`config.mk`:
```
export PLATFORM = sky130hd
export DESIGN_NAME = dma_request_source_select
export DESIGN_NICKNAME = d
export VERILOG_FILES = /design/src/hdl/dma_reqsel_pkg.sv /design/src/hdl/dma_request_source_select.sv /design/src/hdl/request_code_decoder.sv
export SDC_FILE = /design/constraint.sdc
export NUM_CORES = 1
export LEC_CHECK = 0
export CORE_UTILIZATION = 60
export DETAILED_ROUTE_END_ITERATION = 10
export DONT_BUFFER_PORTS = 1
export GPL_ROUTABILITY_DRIVEN = 0
export PLACE_DENSITY = 0.8
export SKIP_LAST_GASP = 1
export SYNTH_ARGS = -nofsm -noshare
export SYNTH_HDL_FRONTEND = slang
export SYNTH_SLANG_ARGS = --single-unit
```
`constraint.sdc`:
```
create_clock -name clock -period 5.3 [get_ports clock]
set_input_delay 0.265 -clock clock [delete_from_list [all_inputs] [get_ports clock]]
set_output_delay 0.265 -clock clock [all_outputs]
set_load 0.02 [all_outputs]
```
`src/hdl/dma_reqsel_pkg.sv`:
```
// Overview of operation
// - Six-bit request-type code per channel; upper register bits read zero, ignore writes.
// - Code 000000 paces from external request pin, acknowledged on acknowledge pin.
// - Code 000001 paces from NAND request, memory to memory addressing.
// - Code 000010 selects ECC encoder request, 000011 ECC decoder request.
// - Code 001000 self-requests continuously, memory to memory, ignoring detect interval.
// - Code 001001 paces from transport-stream receive FIFO-full, FIFO to memory.
// - Codes 001110/001111 select fourth serial port transmit-empty/receive-full.
// - Codes 010000/010001 select third serial port transmit-empty/receive-full.
// - Codes 010010/010011 select second serial port transmit-empty/receive-full.
// - Codes 010100/010101 select first serial port transmit-empty/receive-full.
// - Codes 010110/010111 select first sync serial port transmit-empty/receive-full.
// - Codes 011000/011001 select audio interface transmit-empty/receive-full.
// - Codes 011010/011011 select first card controller transmit-empty/receive-full.
// - Code 011100 paces from the channel's timer overflow, memory to memory.
// - Code 011101 paces from the SAR converter request, converter to memory.
// - Codes 011110/011111 select second card controller transmit-empty/receive-full.
// - Codes 100000/100001 select second sync serial port transmit-empty/receive-full.
// - Code 100010 selects the PCM interface transmit-empty request.
// - Code 100011 selects PCM receive-full request; all other codes are reserved.
package dma_reqsel_pkg;
   localparam int NUM_CHANNELS_DEFAULT = 6;
   localparam int REG_WIDTH = 32;
   localparam int RT_WIDTH = 6;
   localparam int RT_LSB = 0;
   localparam int RT_MSB = 5;
   localparam logic [RT_WIDTH-1:0] RT_RESET = 6'h00;
   localparam logic [REG_WIDTH-RT_WIDTH-1:0] RT_UPPER_ZERO = 26'h000_0000;

   localparam logic [RT_WIDTH-1:0] RT_EXT_PIN = 6'h00;
   localparam logic [RT_WIDTH-1:0] RT_NAND = 6'h01;
   localparam logic [RT_WIDTH-1:0] RT_ECC_ENC = 6'h02;
   localparam logic [RT_WIDTH-1:0] RT_ECC_DEC = 6'h03;
   localparam logic [RT_WIDTH-1:0] RT_AUTO = 6'h08;
   localparam logic [RT_WIDTH-1:0] RT_TS_RX = 6'h09;
   localparam logic [RT_WIDTH-1:0] RT_SER3_TX = 6'h0e;
   localparam logic [RT_WIDTH-1:0] RT_SER3_RX = 6'h0f;
   localparam logic [RT_WIDTH-1:0] RT_SER2_TX = 6'h10;
   localparam logic [RT_WIDTH-1:0] RT_SER2_RX = 6'h11;
   localparam logic [RT_WIDTH-1:0] RT_SER1_TX = 6'h12;
   localparam logic [RT_WIDTH-1:0] RT_SER1_RX = 6'h13;
   localparam logic [RT_WIDTH-1:0] RT_SER0_TX = 6'h14;
   localparam logic [RT_WIDTH-1:0] RT_SER0_RX = 6'h15;
   localparam logic [RT_WIDTH-1:0] RT_SSP0_TX = 6'h16;
   localparam logic [RT_WIDTH-1:0] RT_SSP0_RX = 6'h17;
   localparam logic [RT_WIDTH-1:0] RT_AUD_TX = 6'h18;
   localparam logic [RT_WIDTH-1:0] RT_AUD_RX = 6'h19;
   localparam logic [RT_WIDTH-1:0] RT_CARD0_TX = 6'h1a;
   localparam logic [RT_WIDTH-1:0] RT_CARD0_RX = 6'h1b;
   localparam logic [RT_WIDTH-1:0] RT_TIMER = 6'h1c;
   localparam logic [RT_WIDTH-1:0] RT_ADC = 6'h1d;
   localparam logic [RT_WIDTH-1:0] RT_CARD1_TX = 6'h1e;
   localparam logic [RT_WIDTH-1:0] RT_CARD1_RX = 6'h1f;
   localparam logic [RT_WIDTH-1:0] RT_SSP1_TX = 6'h20;
   localparam logic [RT_WIDTH-1:0] RT_SSP1_RX = 6'h21;
   localparam logic [RT_WIDTH-1:0] RT_PCM_TX = 6'h22;
   localparam logic [RT_WIDTH-1:0] RT_PCM_RX = 6'h23;

   // Bit positions in the on-chip request vector
   typedef enum int unsigned {
      SRC_NAND, SRC_ECC_ENC, SRC_ECC_DEC, SRC_TS_RX,
      SRC_SER3_TX, SRC_SER3_RX, SRC_SER2_TX, SRC_SER2_RX,
      SRC_SER1_TX, SRC_SER1_RX, SRC_SER0_TX, SRC_SER0_RX,
      SRC_SSP0_TX, SRC_SSP0_RX, SRC_AUD_TX, SRC_AUD_RX,
      SRC_CARD0_TX, SRC_CARD0_RX, SRC_ADC, SRC_CARD1_TX,
      SRC_CARD1_RX, SRC_SSP1_TX, SRC_SSP1_RX, SRC_PCM_TX,
      SRC_PCM_RX, SRC_COUNT
   } src_e;
   localparam int NUM_SOURCES = SRC_COUNT;

   typedef enum logic [1:0] {
      DIR_MEM_TO_MEM = 2'h0,
      DIR_MEM_TO_DEV = 2'h1,
      DIR_DEV_TO_MEM = 2'h2,
      DIR_EITHER = 2'h3
   } dir_e;
endpackage : dma_reqsel_pkg

```
`src/hdl/dma_request_source_select.sv`:
```
`timescale 1ns/1ps
module dma_request_source_select
   import dma_reqsel_pkg::*;
#(
   parameter int NUM_CHANNELS = dma_reqsel_pkg::NUM_CHANNELS_DEFAULT
)
(
   input wire logic clock,
   input wire logic srst,
   input wire logic [NUM_CHANNELS-1:0] rt_write,
   input wire logic [dma_reqsel_pkg::REG_WIDTH-1:0] rt_wdata,
   input wire logic [dma_reqsel_pkg::NUM_SOURCES-1:0] periph_request,
   input wire logic ext_dma_request_pin,
   input wire logic [NUM_CHANNELS-1:0] timer_overflow,
   input wire logic [NUM_CHANNELS-1:0] chan_ack,
   output logic [NUM_CHANNELS-1:0][dma_reqsel_pkg::REG_WIDTH-1:0] rt_readback,
   output logic [NUM_CHANNELS-1:0] chan_request,
   output logic [NUM_CHANNELS-1:0] chan_auto,
   output logic [NUM_CHANNELS-1:0][1:0] chan_dir,
   output logic [NUM_CHANNELS-1:0] chan_periph_fixed,
   output logic [NUM_CHANNELS-1:0] chan_reserved,
   output logic [NUM_CHANNELS-1:0] chan_shared_conflict,
   output logic ext_dma_acknowledge_pin
);
   typedef logic [NUM_CHANNELS-1:0] chan_vec_t;
   typedef logic [NUM_CHANNELS-1:0][RT_WIDTH-1:0] code_vec_t;
   typedef logic [NUM_CHANNELS-1:0][1:0] dir_vec_t;

   typedef struct packed {
      code_vec_t code;
      chan_vec_t settle;
      chan_vec_t request;
      chan_vec_t auto_mode;
      dir_vec_t dir;
      chan_vec_t periph_fixed;
      chan_vec_t reserved;
      chan_vec_t conflict;
      logic ack;
   } state_s;

   state_s state;
   state_s next_state;

   chan_vec_t dec_request;
   chan_vec_t dec_auto;
   dir_e dec_dir [NUM_CHANNELS];
   chan_vec_t dec_fixed;
   chan_vec_t dec_reserved;
   chan_vec_t ext_selected;

   // One decoder per channel looks at the stored code
   for (genvar ch = 0; ch < NUM_CHANNELS; ch++) begin : g_chan
      request_code_decoder u_decoder (
         .code(state.code[ch]),
         .periph_request(periph_request),
         .ext_request(ext_dma_request_pin),
         .timer_overflow(timer_overflow[ch]),
         .request(dec_request[ch]),
         .auto_mode(dec_auto[ch]),
         .dir(dec_dir[ch]),
         .periph_fixed(dec_fixed[ch]),
         .reserved(dec_reserved[ch])
      );
      assign ext_selected[ch] = (state.code[ch] == RT_EXT_PIN);
   end

   always_comb begin
      next_state = state;

      // Code store; only the low field is kept, the rest is dropped
      for (int ch = 0; ch < NUM_CHANNELS; ch++) begin
         next_state.settle[ch] = 1'b0;
         if (rt_write[ch]) begin
            next_state.code[ch] = rt_wdata[RT_MSB:RT_LSB];
            // A new code masks the request for a cycle so the old source
            // cannot leak into the new selection
            next_state.settle[ch] = 1'b1;
         end
      end

      // Request presented to the engine, one cycle after the source
      for (int ch = 0; ch < NUM_CHANNELS; ch++) begin
         if (rt_write[ch] || state.settle[ch]) begin
            next_state.request[ch] = 1'b0;
         end else if (dec_reserved[ch]) begin
            next_state.request[ch] = 1'b0;
         end else begin
            next_state.request[ch] = dec_request[ch];
         end
         next_state.auto_mode[ch] = dec_auto[ch];
         next_state.dir[ch] = dec_dir[ch];
         next_state.periph_fixed[ch] = dec_fixed[ch];
         next_state.reserved[ch] = dec_reserved[ch];
      end

      // Flag channels sharing a request type that is neither auto nor reserved
      for (int ch = 0; ch < NUM_CHANNELS; ch++) begin
         next_state.conflict[ch] = 1'b0;
         for (int other = 0; other < NUM_CHANNELS; other++) begin
            if (other != ch && state.code[other] == state.code[ch]
                && !dec_auto[ch] && !dec_reserved[ch]) begin
               next_state.conflict[ch] = 1'b1;
            end
         end
      end

      // External device acknowledged on the unit the engine moves for it
      next_state.ack = |(chan_ack & ext_selected);

      if (srst) begin
         for (int ch = 0; ch < NUM_CHANNELS; ch++) begin
            next_state.code[ch] = RT_RESET;
            next_state.dir[ch] = DIR_MEM_TO_MEM;
         end
         next_state.settle = '0;
         next_state.request = '0;
         next_state.auto_mode = '0;
         next_state.periph_fixed = '0;
         next_state.reserved = '0;
         next_state.conflict = '0;
         next_state.ack = 1'b0;
      end
   end

   always_ff @(posedge clock) begin
      state <= next_state;
   end

   // Outputs come straight from the state flops
   always_comb begin
      for (int ch = 0; ch < NUM_CHANNELS; ch++) begin
         rt_readback[ch] = {RT_UPPER_ZERO, state.code[ch]};
      end
   end

   assign chan_request = state.request;
   assign chan_auto = state.auto_mode;
   assign chan_dir = state.dir;
   assign chan_periph_fixed = state.periph_fixed;
   assign chan_reserved = state.reserved;
   assign chan_shared_conflict = state.conflict;
   assign ext_dma_acknowledge_pin = state.ack;
endmodule : dma_request_source_select

```
`src/hdl/request_code_decoder.sv`:
```
`timescale 1ns/1ps
module request_code_decoder
   import dma_reqsel_pkg::*;
(
   input wire logic [RT_WIDTH-1:0] code,
   input wire logic [NUM_SOURCES-1:0] periph_request,
   input wire logic ext_request,
   input wire logic timer_overflow,
   output logic request,
   output logic auto_mode,
   output dma_reqsel_pkg::dir_e dir,
   output logic periph_fixed,
   output logic reserved
);
   always_comb begin
      request = 1'b0;
      auto_mode = 1'b0;
      dir = DIR_MEM_TO_MEM;
      periph_fixed = 1'b1;
      reserved = 1'b0;
      unique case (code)
         RT_EXT_PIN: begin
            request = ext_request;
            dir = DIR_EITHER;
            periph_fixed = 1'b0;
         end
         RT_NAND: begin
            request = periph_request[SRC_NAND];
            periph_fixed = 1'b0;
         end
         RT_ECC_ENC: request = periph_request[SRC_ECC_ENC];
         RT_ECC_DEC: request = periph_request[SRC_ECC_DEC];
         RT_AUTO: begin
            request = 1'b1;
            auto_mode = 1'b1;
            periph_fixed = 1'b0;
         end
         RT_TS_RX: begin
            request = periph_request[SRC_TS_RX];
            dir = DIR_DEV_TO_MEM;
         end
         RT_SER3_TX, RT_SER2_TX, RT_SER1_TX, RT_SER0_TX: begin
            request = periph_request[SRC_SER3_TX + 2 * int'(code - RT_SER3_TX) / 2];
            dir = DIR_MEM_TO_DEV;
         end
         RT_SER3_RX, RT_SER2_RX, RT_SER1_RX, RT_SER0_RX: begin
            request = periph_request[SRC_SER3_RX + 2 * (int'(code - RT_SER3_RX) / 2)];
            dir = DIR_DEV_TO_MEM;
         end
         RT_SSP0_TX: request = periph_request[SRC_SSP0_TX];
         RT_SSP0_RX: request = periph_request[SRC_SSP0_RX];
         RT_AUD_TX: request = periph_request[SRC_AUD_TX];
         RT_AUD_RX: request = periph_request[SRC_AUD_RX];
         RT_CARD0_TX: request = periph_request[SRC_CARD0_TX];
         RT_CARD0_RX: request = periph_request[SRC_CARD0_RX];
         RT_TIMER: begin
            request = timer_overflow;
            periph_fixed = 1'b0;
         end
         RT_ADC: begin
            request = periph_request[SRC_ADC];
            dir = DIR_DEV_TO_MEM;
         end
         RT_CARD1_TX: request = periph_request[SRC_CARD1_TX];
         RT_CARD1_RX: request = periph_request[SRC_CARD1_RX];
         RT_SSP1_TX: request = periph_request[SRC_SSP1_TX];
         RT_SSP1_RX: request = periph_request[SRC_SSP1_RX];
         RT_PCM_TX: request = periph_request[SRC_PCM_TX];
         RT_PCM_RX: request = periph_request[SRC_PCM_RX];
         default: begin
            reserved = 1'b1;
            periph_fixed = 1'b0;
         end
      endcase
      // Direction of the paired on-chip FIFO requests follows the low code bit
      if (!reserved && periph_fixed && dir == DIR_MEM_TO_MEM) begin
         dir = code[0] ? DIR_DEV_TO_MEM : DIR_MEM_TO_DEV;
      end
      if (!reserved && (code == RT_NAND || code == RT_TIMER)) begin
         dir = DIR_MEM_TO_MEM;
      end
   end
endmodule : request_code_decoder

```
==> impl_metrics.yaml <==
setup_path:
  path_max_fanout: 16
  path_cells: "ha_1, xor2_1, mux4_1, mux2i_1, o22ai_1, a211o_1, and3_1"
  worst_path_largest_cell_delay_ps: 950
  worstSetupPathType: "reg2reg"
  start_kind: "flip-flop"
  worstSetupEndpointType: "flip-flop"
  cp_slowest_cell: "dfxtp_1"
  crit_required_ps: 5560
  arrival_ps: 3650
  r2r_slack_ps: 1910
routing:
  firstDrtPassIters: 6
  ant_nets: 0
  vias_per_cell: 6.72
  dr_total_vias: 9874
  drc: 0
  drtIter0Drc: 1269
  wl_um: 33600
  wl_per_cell_um: 22.8
logic_synthesis:
  synth_common_cells: "buf_4, nor2_1, dfxtp_1, xor2_1"
  synth.distinct_cells: 80
  post-synth-top-count-cell: "buf_4"
  ys_ff_latch: 85
  yosysTopAreaCellShare: 0.154
  synth_area_leader_cell: "buf_4"
  syn-cell-area_um2: 11500
  yosysSeqAreaShare: 0.148
  synth-edff-count: 0
  yosys_warnings: 0
  ys_top_cells_by_area: "buf_4, dfxtp_1, mux4_2, mux2i_1, xor2_1"
  synthArstFlopShare: 0
  ys.flop_type: "dfxtp_1"
  syn_avg_cell_area_um2: 8.15
  syn-instance-count: 1411
sta:
  slew_violations: 0
  skew_ps: 10.1
  hold_viol_final: 0
  finalSetupTns_ps: 0
  setup_viol: 0
  rsz0062_at_grt: "false"
  tightest_slew_ps: 1200
  period_needed_ps: 3390
  finalCritPeriodShare: 0.640
  max_slew_margin: 0.200
  timing.fmax_ghz: 0.295
grt:
  grt_use_total: 0.335
  grt_start_max_net_pins: 62
  grt_first_pass_wirelength_um: 51300
  overflow: 0
  grt_pass1_vias: 8990
  grt_antenna_before_repair: 1
floorplan:
  rows: 50
  die_area_um2: 19700
  start_util: 0.613
  io-pin-count: 313
  die_h_um: 140
  core_area_um2: 18800
  die_width_um: 140
run_status:
  outcome: "completed"
worst_hold_path:
  hold_class: "in2reg"
clock_tree:
  cts.sinks: 85
  clk_path_buf_depth: 2
  clock_latency_ps: 370
  clkTransAtPathRegs_ps: 70
  ctsResizeCount: 0
  htree_levels: 3
  cts_tree: "yes"
  root_buffer: "clkbuf_16"
  cts_buffers: 9
power:
  intPower_mw: 1.42
  p_leak_nw: 4.37
  pwr-share-clk: 0.275
  swShare: 0.399
  peakVddDrop_v: 0.000161
  p_switching_mw: 0.945
  p_seq_frac: 0.341
  combPwrFrac: 0.384
  powerDensity_nw_per_um2: 225
final_layout:
  multiInputGateArea_um2: 7890
  finish.instance_area_um2: 10500
  nNetsFinal: 1353
  fillCellCount: 1698
  drive_above_1_share: 0.0874
  syn_to_final_growth_pct: -8.61
  final-seq-area_um2: 1700
placement:
  place_hpwl_um: 21600
  portBuffers: 0
  place_area_um2: 10200
run:
  maxCapViolations: 0
critical path, delay by kind of cell (launching register included):
family          cells  cell delay (ps)
compound gates      2              430
simple gates        1              160
mux                 2              760
flops               1              950
fa+ha+maj           1              570
xor+xnor            1              420
cell families after synthesis:
logic type | Yosys count | share of synthesized area
xor gates and xnor gates | 136 | 0.105
buffers and inverters | 403 | 0.216
adders and majority gates | 46 | 0.0498
muxes | 123 | 0.159
DFF | 85 | 0.148
AOI/OAI and AO/OA | 252 | 0.157
other | 1 | 0.000326
and+or+nand+nor | 365 | 0.165
state kept, by name (all words and copies together) (netlist names):
register	count
state	6
rt_readback	36
chan_reserved	6
chan_dir	12
ext_dma_acknowledge_pin	1
chan_auto	6
chan_request	6
chan_shared_conflict	6
chan_periph_fixed	6
path summary, 6_finish.rpt:
check / start / to / cells after the start
max: rt_readback[129]$_SDFFE_PP0P_ / chan_request[4]$_SDFF_PP0_ / 7
min: rt_write[4] / state[47]$_SDFF_PP0_ / 1
max reg2reg: rt_readback[129]$_SDFFE_PP0P_ / chan_request[4]$_SDFF_PP0_ / 7
min reg2reg: state[46]$_SDFF_PP0_ / chan_request[3]$_SDFF_PP0_ / 2
cell usage in the layout (no fill, tap or decap), types with 27 or more instances in the layout:
cell and count:
o21ai_0 33, nor2b_1 27, a21oi_1 43, xnor2_1 64
conb_1 156, mux4_2 44, dfxtp_1 85, mux2i_1 69
nand3_1 48, xor2_1 70, nor3_1 36, nand2_1 51
inv_1 30, ha_1 45, nor2_1 93
metrics by stage:
step	power, mW	hold WS (ps)	std cells	utilization	worst slack (ps)
global placement	1.67	343	1452	0.543	2030
CTS	2.35	25.0	1469	0.560	1960
global route	2.48	35.1	1469	0.560	1750
detailed placement	1.69	345	1452	0.543	1960
finish	2.37	26.4	1470	0.560	1910
floorplan	1.73	412	1566	-	2470
per-layer routing:
layer / track usage / up-vias / wire (um)
li1: - / 4289 / -
met1: 0.418 / 4631 / 12300
met2: 0.499 / 802 / 14600
met3: 0.114 / 152 / 5020
met4: 0.198 / 0 / 1650
met5: 0 / - / 0
layout make-up:
class / instances / share of cell area
multi-input combinational: 1078 / 0.751
sequential: 85 / 0.162
tap: 234 / 0.0279
clock buffer: 10 / 0.0218
timing repair buffer: 26 / 0.0205
inverter: 30 / 0.0107
clock inverter: 6 / 0.00607
antenna: 1 / 0.000238
power by group through the flow:
stage | Sequential (mW) | Clock (mW) | Combinational (mW)
floorplan | 0.731 | 0 | 1.00
global placement | 0.821 | 0 | 0.852
detailed placement | 0.821 | 0 | 0.872
CTS | 0.807 | 0.656 | 0.889
global route | 0.815 | 0.680 | 0.980
finish | 0.808 | 0.651 | 0.908
repair_timing:
action,in CTS,in global routing
hold buffers,1,0
endpoints found under the hold margin,61,0
buffers inserted,0,0
Note: power is estimated with default switching activity, not from simulation.
